**src/usa_pkg.sv**
```systemverilog
// Package: addresses, field positions and reset values of the UART shadow alias block
package usa_pkg;
  // Shadow alias window: sixteen aligned words
  localparam logic [31:0] USA_ALIAS_BASE = 32'h5000_1130;
  localparam logic [31:0] USA_ALIAS_LAST = 32'h5000_116c;
  localparam logic [31:0] USA_SHADOW_RX_TX_ALIAS_2 = 32'h5000_1138;
  localparam logic [31:0] USA_SHADOW_RX_TX_ALIAS_3 = 32'h5000_113c;
  // Control, status and interrupt registers
  localparam logic [31:0] USA_LINE_STATUS_ADDR = 32'h5000_1180;
  localparam logic [31:0] USA_FIFO_CONTROL_ADDR = 32'h5000_1184;
  localparam logic [31:0] USA_FIFO_LEVEL_ADDR = 32'h5000_1188;
  localparam logic [31:0] USA_INT_STATUS_ADDR = 32'h5000_118c;
  localparam logic [31:0] USA_INT_ENABLE_ADDR = 32'h5000_1190;
  localparam logic [31:0] USA_INT_CLEAR_ADDR = 32'h5000_1194;
  // line_status fields
  localparam int USA_LS_DATA_READY = 0;
  localparam int USA_LS_OVERRUN = 1;
  localparam int USA_LS_TX_EMPTY = 5;
  // fifo_control fields
  localparam int USA_FC_FIFO_EN = 0;
  localparam int USA_FC_RX_RESET = 1;
  localparam int USA_FC_TX_RESET = 2;
  localparam int USA_FC_IR_MODE = 4;
  // fifo level fields
  localparam int USA_LVL_TX_LSB = 8;
  // Interrupt status fields
  localparam int USA_IS_RX_DATA = 0;
  localparam int USA_IS_OVERRUN = 1;
  localparam int USA_IS_TX_EMPTY = 2;
  localparam int USA_IS_TX_DROP = 3;
  localparam int USA_INT_NUM = 4;
  // Reset values
  localparam logic [7:0] USA_FC_RESET = 8'h00;
  localparam logic [3:0] USA_INT_RESET = 4'h0;
  localparam int USA_FIFO_DEPTH = 16;
  // AXI responses
  localparam logic [1:0] USA_RESP_OKAY = 2'h0;
  localparam logic [1:0] USA_RESP_SLVERR = 2'h2;
  typedef enum logic [1:0] {
    USA_RD_IDLE = 2'h1,
    USA_RD_RESP = 2'h2
  } usa_rd_state_t;
endpackage

```
**src/usa_alias.sv**
```systemverilog
// UART shadow receive/transmit alias block with AXI4-Lite register slave
//
// Chosen here: register access over AXI4-Lite.
`timescale 1ns/100ps
`default_nettype none
// Function
// Sixteen word aliases reach one data path
// Read returns received byte, upper bits zero
// Read data valid only while data ready
// FIFOs off: new byte overwrites, flags overrun
// FIFOs on: read returns receive FIFO head
// Full receive FIFO drops new byte, overrun
// Written byte queued for serial or infrared
// Master writes only while holding empty set
// FIFOs off: one write clears holding empty
// FIFOs off: further writes overwrite pending byte
// FIFOs on: accept up to depth writes
// Write into full transmit FIFO is dropped
// Every alias identical; read pops once
module usa_alias import usa_pkg::*; #(
  parameter int RX_DEPTH = USA_FIFO_DEPTH,
  parameter int TX_DEPTH = USA_FIFO_DEPTH
) (
  // Clock and reset
  input wire logic aclk,
  input wire logic aresetn,
  // AXI4-Lite write address and data
  input wire logic [31:0] awaddr,
  input wire logic awvalid,
  output logic awready,
  input wire logic [31:0] wdata,
  input wire logic [3:0] wstrb,
  input wire logic wvalid,
  output logic wready,
  // AXI4-Lite write response
  output logic [1:0] bresp,
  output logic bvalid,
  input wire logic bready,
  // AXI4-Lite read
  input wire logic [31:0] araddr,
  input wire logic arvalid,
  output logic arready,
  output logic [31:0] rdata,
  output logic [1:0] rresp,
  output logic rvalid,
  input wire logic rready,
  // Received characters from the deserialisers
  input wire logic sin_valid,
  input wire logic [7:0] sin_byte,
  input wire logic sir_valid,
  input wire logic [7:0] sir_byte,
  // Characters to the serialiser
  output logic tx_valid,
  output logic [7:0] tx_byte,
  input wire logic tx_ready,
  output logic ir_mode,
  // Interrupt
  output logic irq
);
  localparam int RCW = $clog2(RX_DEPTH + 1);
  localparam int TCW = $clog2(TX_DEPTH + 1);

  logic aw_q, w_q, bvalid_q, ovr_q, txe_prev_q;
  logic [31:0] awaddr_q, wdata_q, rdata_q;
  logic [3:0] wstrb_q;
  logic [1:0] bresp_q, rresp_q;
  usa_rd_state_t rd_st_q;
  logic [7:0] fc_q;
  logic [USA_INT_NUM-1:0] ist_q, ien_q;

  logic fifo_en, wr_do, lane0, wr_alias, wr_fc, wr_ok, ar_fire, rd_pop, ls_rd;
  logic rx_in_v, rx_flush, tx_flush, rx_empty, rx_full, tx_empty, tx_full, tx_pop;
  logic overrun_ev, tx_drop_ev;
  logic [7:0] rx_in_b, rx_head, ls_val;
  logic [RCW-1:0] rx_count;
  logic [TCW-1:0] tx_count;
  logic [USA_INT_NUM-1:0] ev;
  logic [31:0] rd_d;
  logic [1:0] rresp_d;

  function automatic logic is_alias(input logic [31:0] a);
    return (a >= USA_ALIAS_BASE) && (a <= USA_ALIAS_LAST) && (a[1:0] == 2'h0);
  endfunction

  assign fifo_en = fc_q[USA_FC_FIFO_EN];
  assign ir_mode = fc_q[USA_FC_IR_MODE];

  // Write channel: address and data taken independently
  assign awready = !aw_q;
  assign wready = !w_q;
  assign bvalid = bvalid_q;
  assign bresp = bresp_q;
  assign wr_do = aw_q && w_q && !bvalid_q;
  assign lane0 = wstrb_q[0];
  assign wr_alias = wr_do && lane0 && is_alias(awaddr_q);
  assign wr_fc = wr_do && lane0 && (awaddr_q == USA_FIFO_CONTROL_ADDR);
  assign wr_ok = is_alias(awaddr_q) || (awaddr_q == USA_LINE_STATUS_ADDR)
    || (awaddr_q == USA_FIFO_CONTROL_ADDR) || (awaddr_q == USA_FIFO_LEVEL_ADDR)
    || (awaddr_q == USA_INT_STATUS_ADDR) || (awaddr_q == USA_INT_ENABLE_ADDR)
    || (awaddr_q == USA_INT_CLEAR_ADDR);

  always_ff @(posedge aclk) begin
    if (!aresetn) begin
      aw_q <= 1'b0;
      awaddr_q <= '0;
    end else if (awvalid && awready) begin
      aw_q <= 1'b1;
      awaddr_q <= awaddr;
    end else if (wr_do) begin
      aw_q <= 1'b0;
    end
  end

  always_ff @(posedge aclk) begin
    if (!aresetn) begin
      w_q <= 1'b0;
      wdata_q <= '0;
      wstrb_q <= '0;
    end else if (wvalid && wready) begin
      w_q <= 1'b1;
      wdata_q <= wdata;
      wstrb_q <= wstrb;
    end else if (wr_do) begin
      w_q <= 1'b0;
    end
  end

  always_ff @(posedge aclk) begin
    if (!aresetn) begin
      bvalid_q <= 1'b0;
      bresp_q <= USA_RESP_OKAY;
    end else if (wr_do) begin
      bvalid_q <= 1'b1;
      bresp_q <= wr_ok ? USA_RESP_OKAY : USA_RESP_SLVERR;
    end else if (bready) begin
      bvalid_q <= 1'b0;
    end
  end

  // FIFO mode and infrared select; reset strobes are masked off and not held
  always_ff @(posedge aclk) begin
    if (!aresetn) begin
      fc_q <= USA_FC_RESET;
    end else if (wr_fc) begin
      fc_q <= wdata_q[7:0] & 8'h11;
    end
  end

  // Toggling FIFO mode empties both queues; each reset strobe empties its own queue
  assign rx_flush = wr_fc && (wdata_q[USA_FC_RX_RESET]
    || (wdata_q[USA_FC_FIFO_EN] != fifo_en));
  assign tx_flush = wr_fc && (wdata_q[USA_FC_TX_RESET]
    || (wdata_q[USA_FC_FIFO_EN] != fifo_en));

  // Receive path
  assign rx_in_v = ir_mode ? sir_valid : sin_valid;
  assign rx_in_b = ir_mode ? sir_byte : sin_byte;
  assign ar_fire = arvalid && arready;
  // Pop only when a byte is held, so an early read costs nothing
  assign rd_pop = ar_fire && is_alias(araddr) && !rx_empty;
  assign ls_rd = ar_fire && (araddr == USA_LINE_STATUS_ADDR);

  usa_fifo #(
    .W(8),
    .DEPTH(RX_DEPTH)
  ) u_rx_fifo (
    .clk(aclk),
    .rst_n(aresetn),
    .flush(rx_flush),
    .one_deep(!fifo_en),
    .push(rx_in_v),
    .din(rx_in_b),
    .pop(rd_pop),
    .head(rx_head),
    .empty(rx_empty),
    .full(rx_full),
    .count(rx_count)
  );

  // Single mode overwrites, FIFO mode drops; both flag overrun
  assign overrun_ev = rx_in_v && rx_full && !rd_pop && !rx_flush;

  // Overrun clears on line_status read; a new overrun wins
  always_ff @(posedge aclk) begin
    if (!aresetn) begin
      ovr_q <= 1'b0;
    end else if (overrun_ev) begin
      ovr_q <= 1'b1;
    end else if (ls_rd) begin
      ovr_q <= 1'b0;
    end
  end

  // Transmit path
  assign tx_valid = !tx_empty;
  assign tx_pop = tx_valid && tx_ready;

  usa_fifo #(
    .W(8),
    .DEPTH(TX_DEPTH)
  ) u_tx_fifo (
    .clk(aclk),
    .rst_n(aresetn),
    .flush(tx_flush),
    .one_deep(!fifo_en),
    .push(wr_alias),
    .din(wdata_q[7:0]),
    .pop(tx_pop),
    .head(tx_byte),
    .empty(tx_empty),
    .full(tx_full),
    .count(tx_count)
  );

  assign tx_drop_ev = wr_alias && fifo_en && tx_full && !tx_pop;

  // Holding empty is the transmit queue being empty
  assign ls_val = {2'h0, tx_empty, 3'h0, ovr_q, !rx_empty};

  // Interrupts
  always_ff @(posedge aclk) begin
    if (!aresetn) begin
      txe_prev_q <= 1'b1;
    end else begin
      txe_prev_q <= tx_empty;
    end
  end

  always_comb begin
    ev = '0;
    ev[USA_IS_RX_DATA] = rx_in_v && !overrun_ev;
    ev[USA_IS_OVERRUN] = overrun_ev;
    ev[USA_IS_TX_EMPTY] = tx_empty && !txe_prev_q;
    ev[USA_IS_TX_DROP] = tx_drop_ev;
  end

  // Sticky bits: a set in the clearing cycle survives
  always_ff @(posedge aclk) begin
    if (!aresetn) begin
      ist_q <= USA_INT_RESET;
    end else if (wr_do && lane0 && (awaddr_q == USA_INT_CLEAR_ADDR)) begin
      ist_q <= (ist_q & ~wdata_q[USA_INT_NUM-1:0]) | ev;
    end else begin
      ist_q <= ist_q | ev;
    end
  end

  always_ff @(posedge aclk) begin
    if (!aresetn) begin
      ien_q <= USA_INT_RESET;
    end else if (wr_do && lane0 && (awaddr_q == USA_INT_ENABLE_ADDR)) begin
      ien_q <= wdata_q[USA_INT_NUM-1:0];
    end
  end

  assign irq = |(ist_q & ien_q);

  // Read channel
  always_comb begin
    rd_d = '0;
    rresp_d = USA_RESP_OKAY;
    if (is_alias(araddr)) begin
      rd_d[7:0] = rx_head;
    end else if (araddr == USA_LINE_STATUS_ADDR) begin
      rd_d[7:0] = ls_val;
    end else if (araddr == USA_FIFO_CONTROL_ADDR) begin
      rd_d[7:0] = fc_q;
    end else if (araddr == USA_FIFO_LEVEL_ADDR) begin
      rd_d[RCW-1:0] = rx_count;
      rd_d[USA_LVL_TX_LSB +: TCW] = tx_count;
    end else if (araddr == USA_INT_STATUS_ADDR) begin
      rd_d[USA_INT_NUM-1:0] = ist_q;
    end else if (araddr == USA_INT_ENABLE_ADDR) begin
      rd_d[USA_INT_NUM-1:0] = ien_q;
    end else if (araddr == USA_INT_CLEAR_ADDR) begin
      rd_d = '0;
    end else begin
      rresp_d = USA_RESP_SLVERR;
    end
  end

  assign arready = (rd_st_q == USA_RD_IDLE);
  assign rvalid = (rd_st_q == USA_RD_RESP);
  assign rdata = rdata_q;
  assign rresp = rresp_q;

  always_ff @(posedge aclk) begin
    if (!aresetn) begin
      rd_st_q <= USA_RD_IDLE;
      rdata_q <= '0;
      rresp_q <= USA_RESP_OKAY;
    end else begin
      case (rd_st_q)
        USA_RD_IDLE: begin
          if (arvalid) begin
            rd_st_q <= USA_RD_RESP;
            rdata_q <= rd_d;
            rresp_q <= rresp_d;
          end
        end
        USA_RD_RESP: begin
          if (rready) begin
            rd_st_q <= USA_RD_IDLE;
          end
        end
        default: begin
          rd_st_q <= USA_RD_IDLE;
        end
      endcase
    end
  end
endmodule
`default_nettype wire

```
**src/usa_fifo.sv**
```systemverilog
// Character queue with flush, single-entry overwrite mode and drop when full
`timescale 1ns/100ps
`default_nettype none
module usa_fifo #(
  parameter int W = 8,
  parameter int DEPTH = 16,
  localparam int AW = $clog2(DEPTH),
  localparam int CW = $clog2(DEPTH + 1)
) (
  // Clock and reset
  input wire logic clk,
  input wire logic rst_n,
  // Control
  input wire logic flush,
  input wire logic one_deep,
  // Fill side
  input wire logic push,
  input wire logic [W-1:0] din,
  // Drain side
  input wire logic pop,
  output logic [W-1:0] head,
  // Level
  output logic empty,
  output logic full,
  output logic [CW-1:0] count
);
  logic [W-1:0] mem_q [DEPTH];
  logic [AW-1:0] rd_q;
  logic [AW-1:0] wr_q;
  logic [CW-1:0] cnt_q;
  logic do_pop;
  logic do_push;
  logic do_ovw;

  function automatic logic [AW-1:0] nxt(input logic [AW-1:0] p);
    return (p == AW'(DEPTH - 1)) ? '0 : p + 1'b1;
  endfunction

  assign empty = (cnt_q == '0);
  // Single-entry mode looks full once one character is held
  assign full = one_deep ? !empty : (cnt_q == CW'(DEPTH));
  assign count = cnt_q;
  assign head = mem_q[rd_q];
  assign do_pop = pop && !empty;
  assign do_push = push && (!full || do_pop);
  assign do_ovw = push && full && !do_pop && one_deep;

  always_ff @(posedge clk) begin
    if (!rst_n || flush) begin
      cnt_q <= '0;
      rd_q <= '0;
      wr_q <= '0;
    end else begin
      if (do_push) begin
        wr_q <= nxt(wr_q);
      end
      if (do_pop) begin
        rd_q <= nxt(rd_q);
      end
      if (do_push && !do_pop) begin
        cnt_q <= cnt_q + 1'b1;
      end else if (do_pop && !do_push) begin
        cnt_q <= cnt_q - 1'b1;
      end
    end
  end

  // Storage carries no reset; only the pointers matter
  always_ff @(posedge clk) begin
    if (do_push) begin
      mem_q[wr_q] <= din;
    end else if (do_ovw) begin
      mem_q[rd_q] <= din;
    end
  end
endmodule
`default_nettype wire

```
**config.mk**
```make
export PLATFORM = sky130hd
export DESIGN_NAME = usa_alias
export DESIGN_NICKNAME = d
export VERILOG_FILES = /design/src/usa_pkg.sv /design/src/usa_alias.sv /design/src/usa_fifo.sv
export SDC_FILE = /design/constraint.sdc
export NUM_CORES = 1
export LEC_CHECK = 0
export BUFFER_PORTS_ARGS = -buffer_cell sky130_fd_sc_hd__buf_4
export CAP_MARGIN = 20
export CORE_AREA = 5 5 235 146
export CTS_BUF_LIST = sky130_fd_sc_hd__clkbuf_8
export DETAILED_ROUTE_END_ITERATION = 8
export DIE_AREA = 0 0 240 151
export GPL_TIMING_DRIVEN = 1
export PLACE_DENSITY = 0.69
export SYNTH_ARGS = -nofsm -noshare
export SYNTH_HDL_FRONTEND = slang
export SYNTH_HIERARCHICAL = 1
export SYNTH_SLANG_ARGS = --single-unit
```
**constraint.sdc**
```tcl
create_clock -name aclk -period 8.4 [get_ports aclk]
set_clock_uncertainty 0.2 [all_clocks]
set_input_delay 0.42 -clock aclk [delete_from_list [all_inputs] [get_ports aclk]]
set_output_delay 0.42 -clock aclk [all_outputs]
set_load 0.02 [all_outputs]
```
## Word-level counts from Yosys, hierarchy flattened

Memory sizes are Yosys's and may differ from the RTL's. A register that Yosys moved wholly into a read port is not among the register bits.
Cells that the tools add are included.

| word-level totals | value |
|---|---|
| register bits | 120 |
| memory bits (writable) | 256 |
| input bits | 126 |
| output and inout port bits | 52 |
| word-level logic and storage cells | 210 |
| memories kept | 2 |

Memory list:

| name | words | width | read ports | clocked after Yosys merged registers in | write ports | line | RTL |
|---|---|---|---|---|---|---|---|
| u_rx_fifo.mem_q | 16 | 8 | 1 | 1 | 1 | usa_fifo.sv:27 | `logic [W-1:0] mem_q [DEPTH];` |
| u_tx_fifo.mem_q | 16 | 8 | 1 | 1 | 1 | usa_fifo.sv:27 |  |

| operators by class | value |
|---|---|
| add/subtract/negate cells | 8 |
| order comparisons | 4 |
| equality and inequality tests | 23 |
| muxes and demuxes | 61 |
| bitwise logic cells | 5 |
| reductions and logical operators | 86 |

Operators by type and width:

| cell | count |
|---|---|
| equality test 32 x 31 -> 1 bit (second input constant) | 12 |
| greater-or-equal comparator 32 x 31 -> 1 bit (second input constant) | 2 |
| less-or-equal comparator 32 x 31 -> 1 bit (second input constant) | 2 |
| 2-to-1 mux 4 bit | 13 |
| 2-to-1 mux 5 bit | 9 |
| logical AND 1 bit | 41 |
| 2-to-1 mux 8 bit | 4 |
| 2-to-1 mux 24 bit | 1 |
| 2-to-1 mux 1 bit | 22 |
| 2-to-1 mux 2 bit | 10 |
| zero test 1 bit | 18 |
| adder 4 x 1 -> 4 bit (second input constant) | 4 |
| equality test 4 bit (second input constant) | 4 |
| OR reduction 8 bit | 2 |
| logical OR 1 bit | 12 |
| nonzero test 2 bit | 6 |
| adder 5 x 1 -> 5 bit (second input constant) | 2 |
| equality test 5 bit (second input constant) | 2 |
| zero test 5 bit | 2 |
| subtractor 5 x 1 -> 5 bit (second input constant) | 2 |
| bitwise AND 4 bit | 2 |
| bitwise OR 4 bit | 2 |
| 2-to-1 mux 6 bit | 1 |
| zero test 2 bit | 2 |
| 9 further kinds | 10 |

## Depth between registers and ports, before layout

Gate-level depths: netlist (run 1).

| logic depth | value |
|---|---|
| word-level depth | 14 |
| mapped depth | 16 |

## Modules after synthesis

Netlist (run 1), hierarchy kept.

Modules (own cells, without submodules):

| module | instances | cells an instance | area each (um2) | sequential area each (um2) |
|---|---|---|---|---|
| usa_fifo at u_tx_fifo | 1 | 340 | 5954.5 | 4184.0 |
| usa_fifo at u_rx_fifo | 1 | 328 | 5890.6 | 4184.0 |
| usa_alias | 1 | 470 | 3838.7 | 1461.4 |

## Worst setup path before layout (run 1)

Ideal clock, no wire load.

| path | value |
|---|---|
| path type | input to register |
| from | input araddr[13] |
| to | memory u_rx_fifo.mem_q[10][0], enable pin |
| data arrival time | 3.260 ns |
| data required time | 7.805 ns |
| path slack | 4.546 ns |
| stages | 9 |
| cells stage by stage | or3_1 -> o32ai_1 -> nor2b_1 -> clkbuf_2 -> and3_1 -> and3b_1 -> o21ai_4 -> mux2_2 -> nor4_1 |

| between the ends | value |
|---|---|
| cells in the longest elaborated chain, start to end | 14 |

Ends and longest elaborated chain:

| element | line | RTL |
|---|---|---|
| start, declared | usa_alias.sv:40 | `input wire logic [31:0] araddr,` |
| greater-or-equal comparator 32 x 31 -> 1 bit / less-or-equal comparator 32 x 31 -> 1 bit (equally long branches) | usa_alias.sv:82 | `return (a >= USA_ALIAS_BASE) && (a <= USA_ALIAS_LAST) && (a[1:0] == 2'h0);` |
| logical AND 1 bit * (2 in a row) | usa_alias.sv:82 |  |
| logical AND 1 bit * (2 in a row) | usa_alias.sv:160 | `assign rd_pop = ar_fire && is_alias(araddr) && !rx_empty;` |
| net rd_pop | usa_alias.sv:71 | `logic fifo_en, wr_do, lane0, wr_alias, wr_fc, wr_ok, ar_fire, rd_pop, ls_rd;` |
| logical AND 1 bit * | usa_fifo.sv:44 | `assign do_pop = pop && !empty;` |
| zero test 1 bit | usa_fifo.sv:46 | `assign do_ovw = push && full && !do_pop && one_deep;` |
| logical AND 1 bit (2 in a row) | usa_fifo.sv:46 |  |
| 2-to-1 mux 1 bit | usa_fifo.sv:72 | `end else if (do_ovw) begin` |
| 2-to-1 mux 1 bit | usa_fifo.sv:70 | `if (do_push) begin` |
| 2-to-1 mux 1 bit (not written as such) | usa_fifo.sv:73 | `mem_q[rd_q] <= din;` |
| OR reduction 8 bit (no source line) | -- |  |
| 2-to-1 mux 4 bit (no source line) / 2-to-1 mux 1 bit (equally long branches) | -- |  |
| end, declared | usa_fifo.sv:27 |  |

Mark *: on every way through the listed nets, which the timed path passes. The rest lies on a longest branch.

## Worst setup path after layout (run 1)

| path | value |
|---|---|
| from | register u_rx_fifo.cnt_q[0], in the netlist u_rx_fifo/count[0] |
| to | memory u_rx_fifo.mem_q[14][1], enable pin |

| between the ends | value |
|---|---|
| cells in the longest elaborated chain, start to end | 12 |

Ends and longest elaborated chain:

| element | line | RTL |
|---|---|---|
| start, declared | usa_fifo.sv:30 | `logic [CW-1:0] cnt_q;` |
| start signal, assigned | usa_fifo.sv:61 | `cnt_q <= cnt_q + 1'b1;` |
| start signal, assigned | usa_fifo.sv:63 | `cnt_q <= cnt_q - 1'b1;` |
| zero test 5 bit * | usa_fifo.sv:39 | `assign empty = (cnt_q == '0);` |
| net rx_empty | usa_alias.sv:72 | `logic rx_in_v, rx_flush, tx_flush, rx_empty, rx_full, tx_empty, tx_full, tx_pop;` |
| zero test 1 bit * | usa_alias.sv:160 |  |
| logical AND 1 bit * | usa_alias.sv:160 |  |
| net rd_pop | usa_alias.sv:71 |  |
| logical AND 1 bit * | usa_fifo.sv:44 |  |
| zero test 1 bit | usa_fifo.sv:46 |  |
| logical AND 1 bit (2 in a row) | usa_fifo.sv:46 |  |
| 2-to-1 mux 1 bit | usa_fifo.sv:72 |  |
| 2-to-1 mux 1 bit | usa_fifo.sv:70 |  |
| 2-to-1 mux 1 bit (not written as such) | usa_fifo.sv:73 |  |
| OR reduction 8 bit (no source line) | -- |  |
| 2-to-1 mux 4 bit (no source line) / 2-to-1 mux 1 bit (equally long branches) | -- |  |

Marked as above.

==> run metrics, run 1 <==
status=complete, no violations; clock root buffer=clkbuf_8; DRC=0; Initial DRT Pass Iterations=5; Slew @ Worst Pin=1010 ps; vias in the first global route=10225; Final HPWL DP=26500 um; worst r2r src=u_rx_fifo/count[0]; Setup crit end kind=flop; I/O Buffers=129; CTS tree=done; Tot Pwr=3.67 mW; Area Growth Syn to Fin=18.1%; r2r endpoint=u_rx_fifo/mem_q[14][1]; CTS Sinks=363; total congestion overflow=0; first-pass GRT wire length=58300 um; IO Pins=178; largest net degree at the start of global routing=85; Worst Hold Slack=59.3 ps; Synth cell types=88; Top FF cell, synth=edfxtp_1; Pwr Density=198 nW/um2; Clk Latency, worst-skew pair=600 ps; worst reg-to-reg path cell count=9; reg2reg setup slack=4020 ps; fmax=0.228 GHz; CP Data Required Time=8500 ps; clock slew at reported path FFs=70 ps; GRT Total Usage=21.1%; Final nets=1478; Avg Cell Area, Syn=13.8 um2; Fin Setup TNS=0 ps; RSZ-0062 raised after global routing=false; Final Setup Violations=0; Post-Route WL=38300 um; DRT antenna net count=0; cts repair resizes=0; Die H=151 um; Initial Util=49.3%; drt wl/cell=21.3 um; initial antenna violation count=1; Min Clock Period, post-route=4380 ps; Core ar.=31800 um2; EDFF count, synth=256; DR iter-0 viols=937; Layout fillers=2446; part of the Yosys area used for sequential elements=62.7%; ANT cells=0; post-synthesis register bit count=363; Slew headroom=32.7%; crit path to=u_rx_fifo/mem_q[14][1]; Syn Inst Count=1138; startpoint type of the worst setup path=flop; Post-CTS Setup Repair Bufs=0; period utilization=52.1%; DR vias=10392; Max IR drop VDD=0.120 mV; clock buffer depth=3; Hold Fails Final Rpt=0; Cell Rows=51; Async SR Flop Fraction=0%; Hold Crit Class=input port to flop; Cell Count Post-Placement=1662; Crit path arrival time=4470 ps; layout cell share with drive strength beyond 1=24.5%; H-tree lvl count=2; Synth Cell Area=15700 um2; GPL Wtd Cong=0.871; worst setup path startpoint=u_rx_fifo/count[0]; die width=240 um; Non-Filler Instances=1801; crit-path max FO=9; Setup Crit Path Kind=flop to flop; CTS Buf Count=52; YS warnings=6; final slew viol count=0; Via density=5.77; die area=36200 um2; MaxCap Viol Count=0; LEAKAGE=6.58 nW
## final cells by class
| class | count | area [um2] | area share, % |
|---|---|---|---|
| sequential | 363 | 9830 | 53.1 |
| multi-input combinational | 702 | 5480 | 29.6 |
| timing repair buffer | 204 | 1650 | 8.92 |
| clock buffer | 61 | 840 | 4.53 |
| tap | 424 | 531 | 2.86 |
| clock inverter | 32 | 130 | 0.703 |
| inverter | 15 | 56.3 | 0.304 |
## Yosys cell counts (12+ instances only)
cell type  number  share of area, %
inv_1          15              0.36
nand3_1        30              0.96
mux2_2         16               1.1
edfxtp_1      256                49
mux2i_1        14              0.89
nor3_1         27              0.86
a22oi_1        35               1.7
a21oi_1        19              0.61
nand2b_1       13              0.52
dfxtp_1       107                14
buf_4          21               1.0
nand2_1       150               3.6
ha_1           12              0.96
clkbuf_1       39              0.93
mux4_2         64               9.2
nor2_1         45               1.1
nor2b_1        24              0.96
o21ai_0        23              0.73
a21boi_0       41               2.0
nor4_1         19              0.76
## routing by layer
metal	wire length (um)	GRT usage, %
met4	952	6.41
met3	3990	6.10
met5	0	0
met1	17600	32.7
met2	15800	28.7
## worst min path at each step
stage | cells past startpoint | slack, ps | end | startpoint
global placement | 2 | 250 | awaddr_q[28] | awaddr_q[28]
global route | 4 | 60 | rdata[4] | araddr[5]
CTS | 4 | 20 | rresp[1] | araddr[3]
finish | 4 | 60 | rresp[1] | araddr[3]
floorplan | 1 | 240 | rdata[12] | u_tx_fifo/count[4]
detailed placement | 2 | 260 | awaddr_q[12] | awaddr_q[12]
## metrics by stage
| stage | utilization (%) | instance area [um2] | setup slack, ps |
|---|---|---|---|
| 6_report | 58.2 | 18500 | 4020 |
| 5_1_grt | 58.2 | 18500 | 3860 |
| 4_1_cts | 58.1 | 18500 | 4190 |
| 3_5_place_dp | 53.6 | 17100 | 3900 |
| 3_3_place_gp | 53.6 | 17100 | 3870 |
| 2_1_floorplan | - | 15800 | 4550 |
## what timing repair did
action | in CTS | in global routing
hold buffers | 45 | 0
setup endpoints to repair | 0 | 0
hold endpoints to repair | 46 | 0
## state kept, by name, indices dropped and copies added (netlist names), 2 cells and up, named ones only
signal,flops
u_tx_fifo/count,5
awaddr_q,32
fc_q,2
ien_q,4
wdata_q,8
u_rx_fifo/rd_q,4
u_rx_fifo/wr_q,4
u_rx_fifo/count,5
ist_q,4
u_tx_fifo/rd_q,4
u_tx_fifo/mem_q,128
rd_st_q,2
u_rx_fifo/mem_q,128
rdata,13
u_tx_fifo/wr_q,4
## critical path, cell delays in order (launching register included)
cell,delay (ps)
dfxtp_1,480
or4_4,280
nor2_1,120
nor4bb_1,810
and3_1,380
and3b_1,250
o21ai_4,130
mux2_2,460
nor4_1,670
buf_4,280
## power by group
part	switching, mW	leakage [nW]	internal, mW
sequential	0.0522	3.28	1.96
combinational	0.199	2.71	0.149
clock	0.647	0.588	0.657
## kinds of logic (layout without fill, tap and decap cells)
family                     Yosys count  in the layout  share of synthesized area (%)
adders and majority gates           14             14                           1.21
AOI/OAI and AO/OA                  189            189                           8.94
xor gates and xnor gates             8              8                          0.447
and+or+nand+nor                    376            376                           12.6
buffers and inverters               93            312                           2.90
other                                1             21                         0.0239
muxes                               94             94                           11.2
DFF                                363            363                           62.7
## placed cells by master, fill, tap and decap left out, types with 5 or more instances in the layout
cell type	Yosys	layout
nor4b_1	7	7
a21boi_0	41	41
inv_1	15	38
nor2_1	45	45
dlygate4sd3_1	0	45
and2_1	6	6
mux2i_1	14	14
mux4_2	64	64
nor4_1	19	19
nor3_1	27	27
mux2_2	16	16
a22o_1	5	5
edfxtp_1	256	256
conb_1	1	21
clkbuf_8	0	61
o21ai_0	23	23
nor2b_1	24	23
nand2_1	150	150
dfxtp_1	107	104
a22oi_1	35	35
nand2b_1	13	13
nand3_1	30	30
a21oi_1	19	19
buf_4	21	158
xnor2_1	5	5
nand4_1	11	11
ha_1	12	12
Note: power is estimated with default switching activity, not from simulation.
==> run 2: changes to the inputs <==
- PLACE_DENSITY: 0.69 -> 0.72
- clock period: 8.4 -> 3.7 ns (I/O delays scaled with it)
==> run metrics, run 2 (synthesis gave the netlist of run 1 again) <==
ANT cells=0 (unchanged); drt wl/cell=20.7 um (-2.7%); Slew headroom=31.6% (-1.1 points); Core ar.=31800 um2 (unchanged); initial antenna violation count=0 (-1); status=complete, no violations; Final nets=1578 (+6.8%); Fin Setup TNS=0 ps (unchanged); Setup crit end kind=flop; worst reg-to-reg path cell count=15 (+6); fmax=0.280 GHz (+23%); total congestion overflow=0 (unchanged); Final HPWL DP=26900 um (+1.5%); vias in the first global route=10971 (+7.3%); startpoint type of the worst setup path=flop; Crit path arrival time=3840 ps (-630 ps); Clk Latency, worst-skew pair=600 ps (about the same); die width=240 um (unchanged); clock root buffer=clkbuf_8; Min Clock Period, post-route=3570 ps (-807 ps); Pwr Density=438 nW/um2 (+120%); clock buffer depth=3 (unchanged); final slew viol count=0 (unchanged); CP max stage delay=560 ps (-250 ps); Die H=151 um (unchanged); leading cell types in the layout, fill and taps excluded=256 x edfxtp_1, 210 x buf_4, 150 x nand2_1; crit-path max FO=4 (-5); Hold Fails Final Rpt=0 (unchanged); Non-Filler Instances=1901 (+5.6%); H-tree lvl count=2 (unchanged); Area Growth Syn to Fin=24.2%; IO Pins=178 (unchanged); first-pass GRT wire length=61100 um (+4.8%); MaxCap Viol Count=0 (unchanged); Most common cell on crit path=ha_1; die area=36200 um2 (unchanged); Layout fillers=2350 (-3.9%); Initial DRT Pass Iterations=5 (unchanged); CTS Buf Count=53 (+1.9%); most common cell after layout, fill and taps aside=edfxtp_1; period utilization=96.5% (+44 points); LEAKAGE=7.04 nW (+6.9%); CTS Sinks=363 (unchanged); Final Setup Violations=0 (unchanged); CP Data Required Time=3970 ps (-4530 ps); Hold Path Depth=2 (-2); worst path cell trace=or4_4 > nor2_4 > nor4bb_1 > and3_1 > nand2b_1 > mux2_2 > and2_1 > ha_1 > inv_2 > buf_4 > ha_1 > a21o_1 > a21oi_1 > or4_1 > nand3_1; Initial Util=49.3% (unchanged); DRC=0 (unchanged); GPL Wtd Cong=0.878 (+0.79%); GRT Total Usage=21.7% (+0.62 points); Cell Count Post-Placement=1713 (+3.1%); DRT antenna net count=0 (unchanged); largest net degree at the start of global routing=45 (-47%); Hold Crit Class=input port to flop; Post-Route WL=39400 um (+2.7%); Setup Crit Path Kind=flop to flop; Slew @ Worst Pin=1020 ps (+16.3 ps); Max IR drop VDD=0.262 mV (+120%); DR vias=10863 (+4.5%); Regs by FF count=u_rx_fifo/mem_q: 128 flops, u_tx_fifo/mem_q: 128 flops, awaddr_q: 32 flops; clock slew at reported path FFs=70 ps (about the same); crit path max-delay cell type=or4_4; Cell Rows=51 (unchanged); I/O Buffers=129 (unchanged); CTS tree=done; layout cell share with drive strength beyond 1=27.6% (+3.1 points); Via density=5.71 (-0.97%); DR iter-0 viols=810 (-14%)
[run 2: final timing paths]
check                     start                     to  slack (ps)
max reg2reg  u_rx_fifo/count[0]     u_rx_fifo/count[3]         130
min reg2reg        awaddr_q[19]           awaddr_q[19]         260
min                 sin_byte[6]  u_rx_fifo/mem_q[2][6]          40
max          u_rx_fifo/count[0]     u_rx_fifo/count[3]         130
[run 2: routing by layer]
layer  share of wire [%]  global-route usage, %
met1                  44                   32.3
met2                  44                   32.6
met3                  11                   5.84
met4                 1.2                   4.25
met5                   0                      0
[run 2: timing repair]
action / CTS / global route
hold buffers: 92 / 0
gates resized for setup: 2 / 21
hold endpoints to repair: 181 / 0
setup endpoints to repair: 25 / 75
pin swaps: 0 / 2
setup buffers: 0 / 1
[run 2: area by class of cell]
cell class	instances	area (um2)	share of cell area [%]
Clock buffer	56	771	3.96
Clock inverter	38	208	1.07
Inverter	15	56.3	0.289
Multi-Input combinational cell	702	5580	28.6
Sequential cell	363	9830	50.5
Tap cell	424	531	2.72
Timing Repair Buffer	303	2510	12.9
[run 2: power by group]
group / switching (mW) / internal (mW) / leakage, nW / total [mW]
clock: 1.47 / 1.53 / 0.570 / 3.00
combinational: 0.528 / 0.470 / 3.19 / 0.998
sequential: 0.0809 / 4.46 / 3.28 / 4.54
[run 2: per-stage QoR]
stage | setup slack [ps] | hold slack [ps] | power, mW | area [um2] | util, %
5_1_grt | -14.8 | 42.2 | 8.88 | 19500 | 61.2
3_5_place_dp | -52.0 | 222 | 5.48 | 17500 | 54.8
6_report | 131 | 38.4 | 8.54 | 19500 | 61.2
4_1_cts | -58.3 | 2.25 | 8.54 | 19400 | 60.8
3_3_place_gp | -7.19 | 215 | 5.46 | 17500 | 54.8
2_1_floorplan | 34.9 | 101 | 5.13 | 15800 | -
[run 2: worst max-delay path: cells and delay by family, from the launching register on]
family,cells,cell delay [ps]
AND/OR/NAND/NOR,8,1630
adder cells (fa/ha/maj),2,430
multiplexers,1,290
flip-flops,1,320
buffers and inverters,2,240
AO/OA/AOI/OAI,2,360
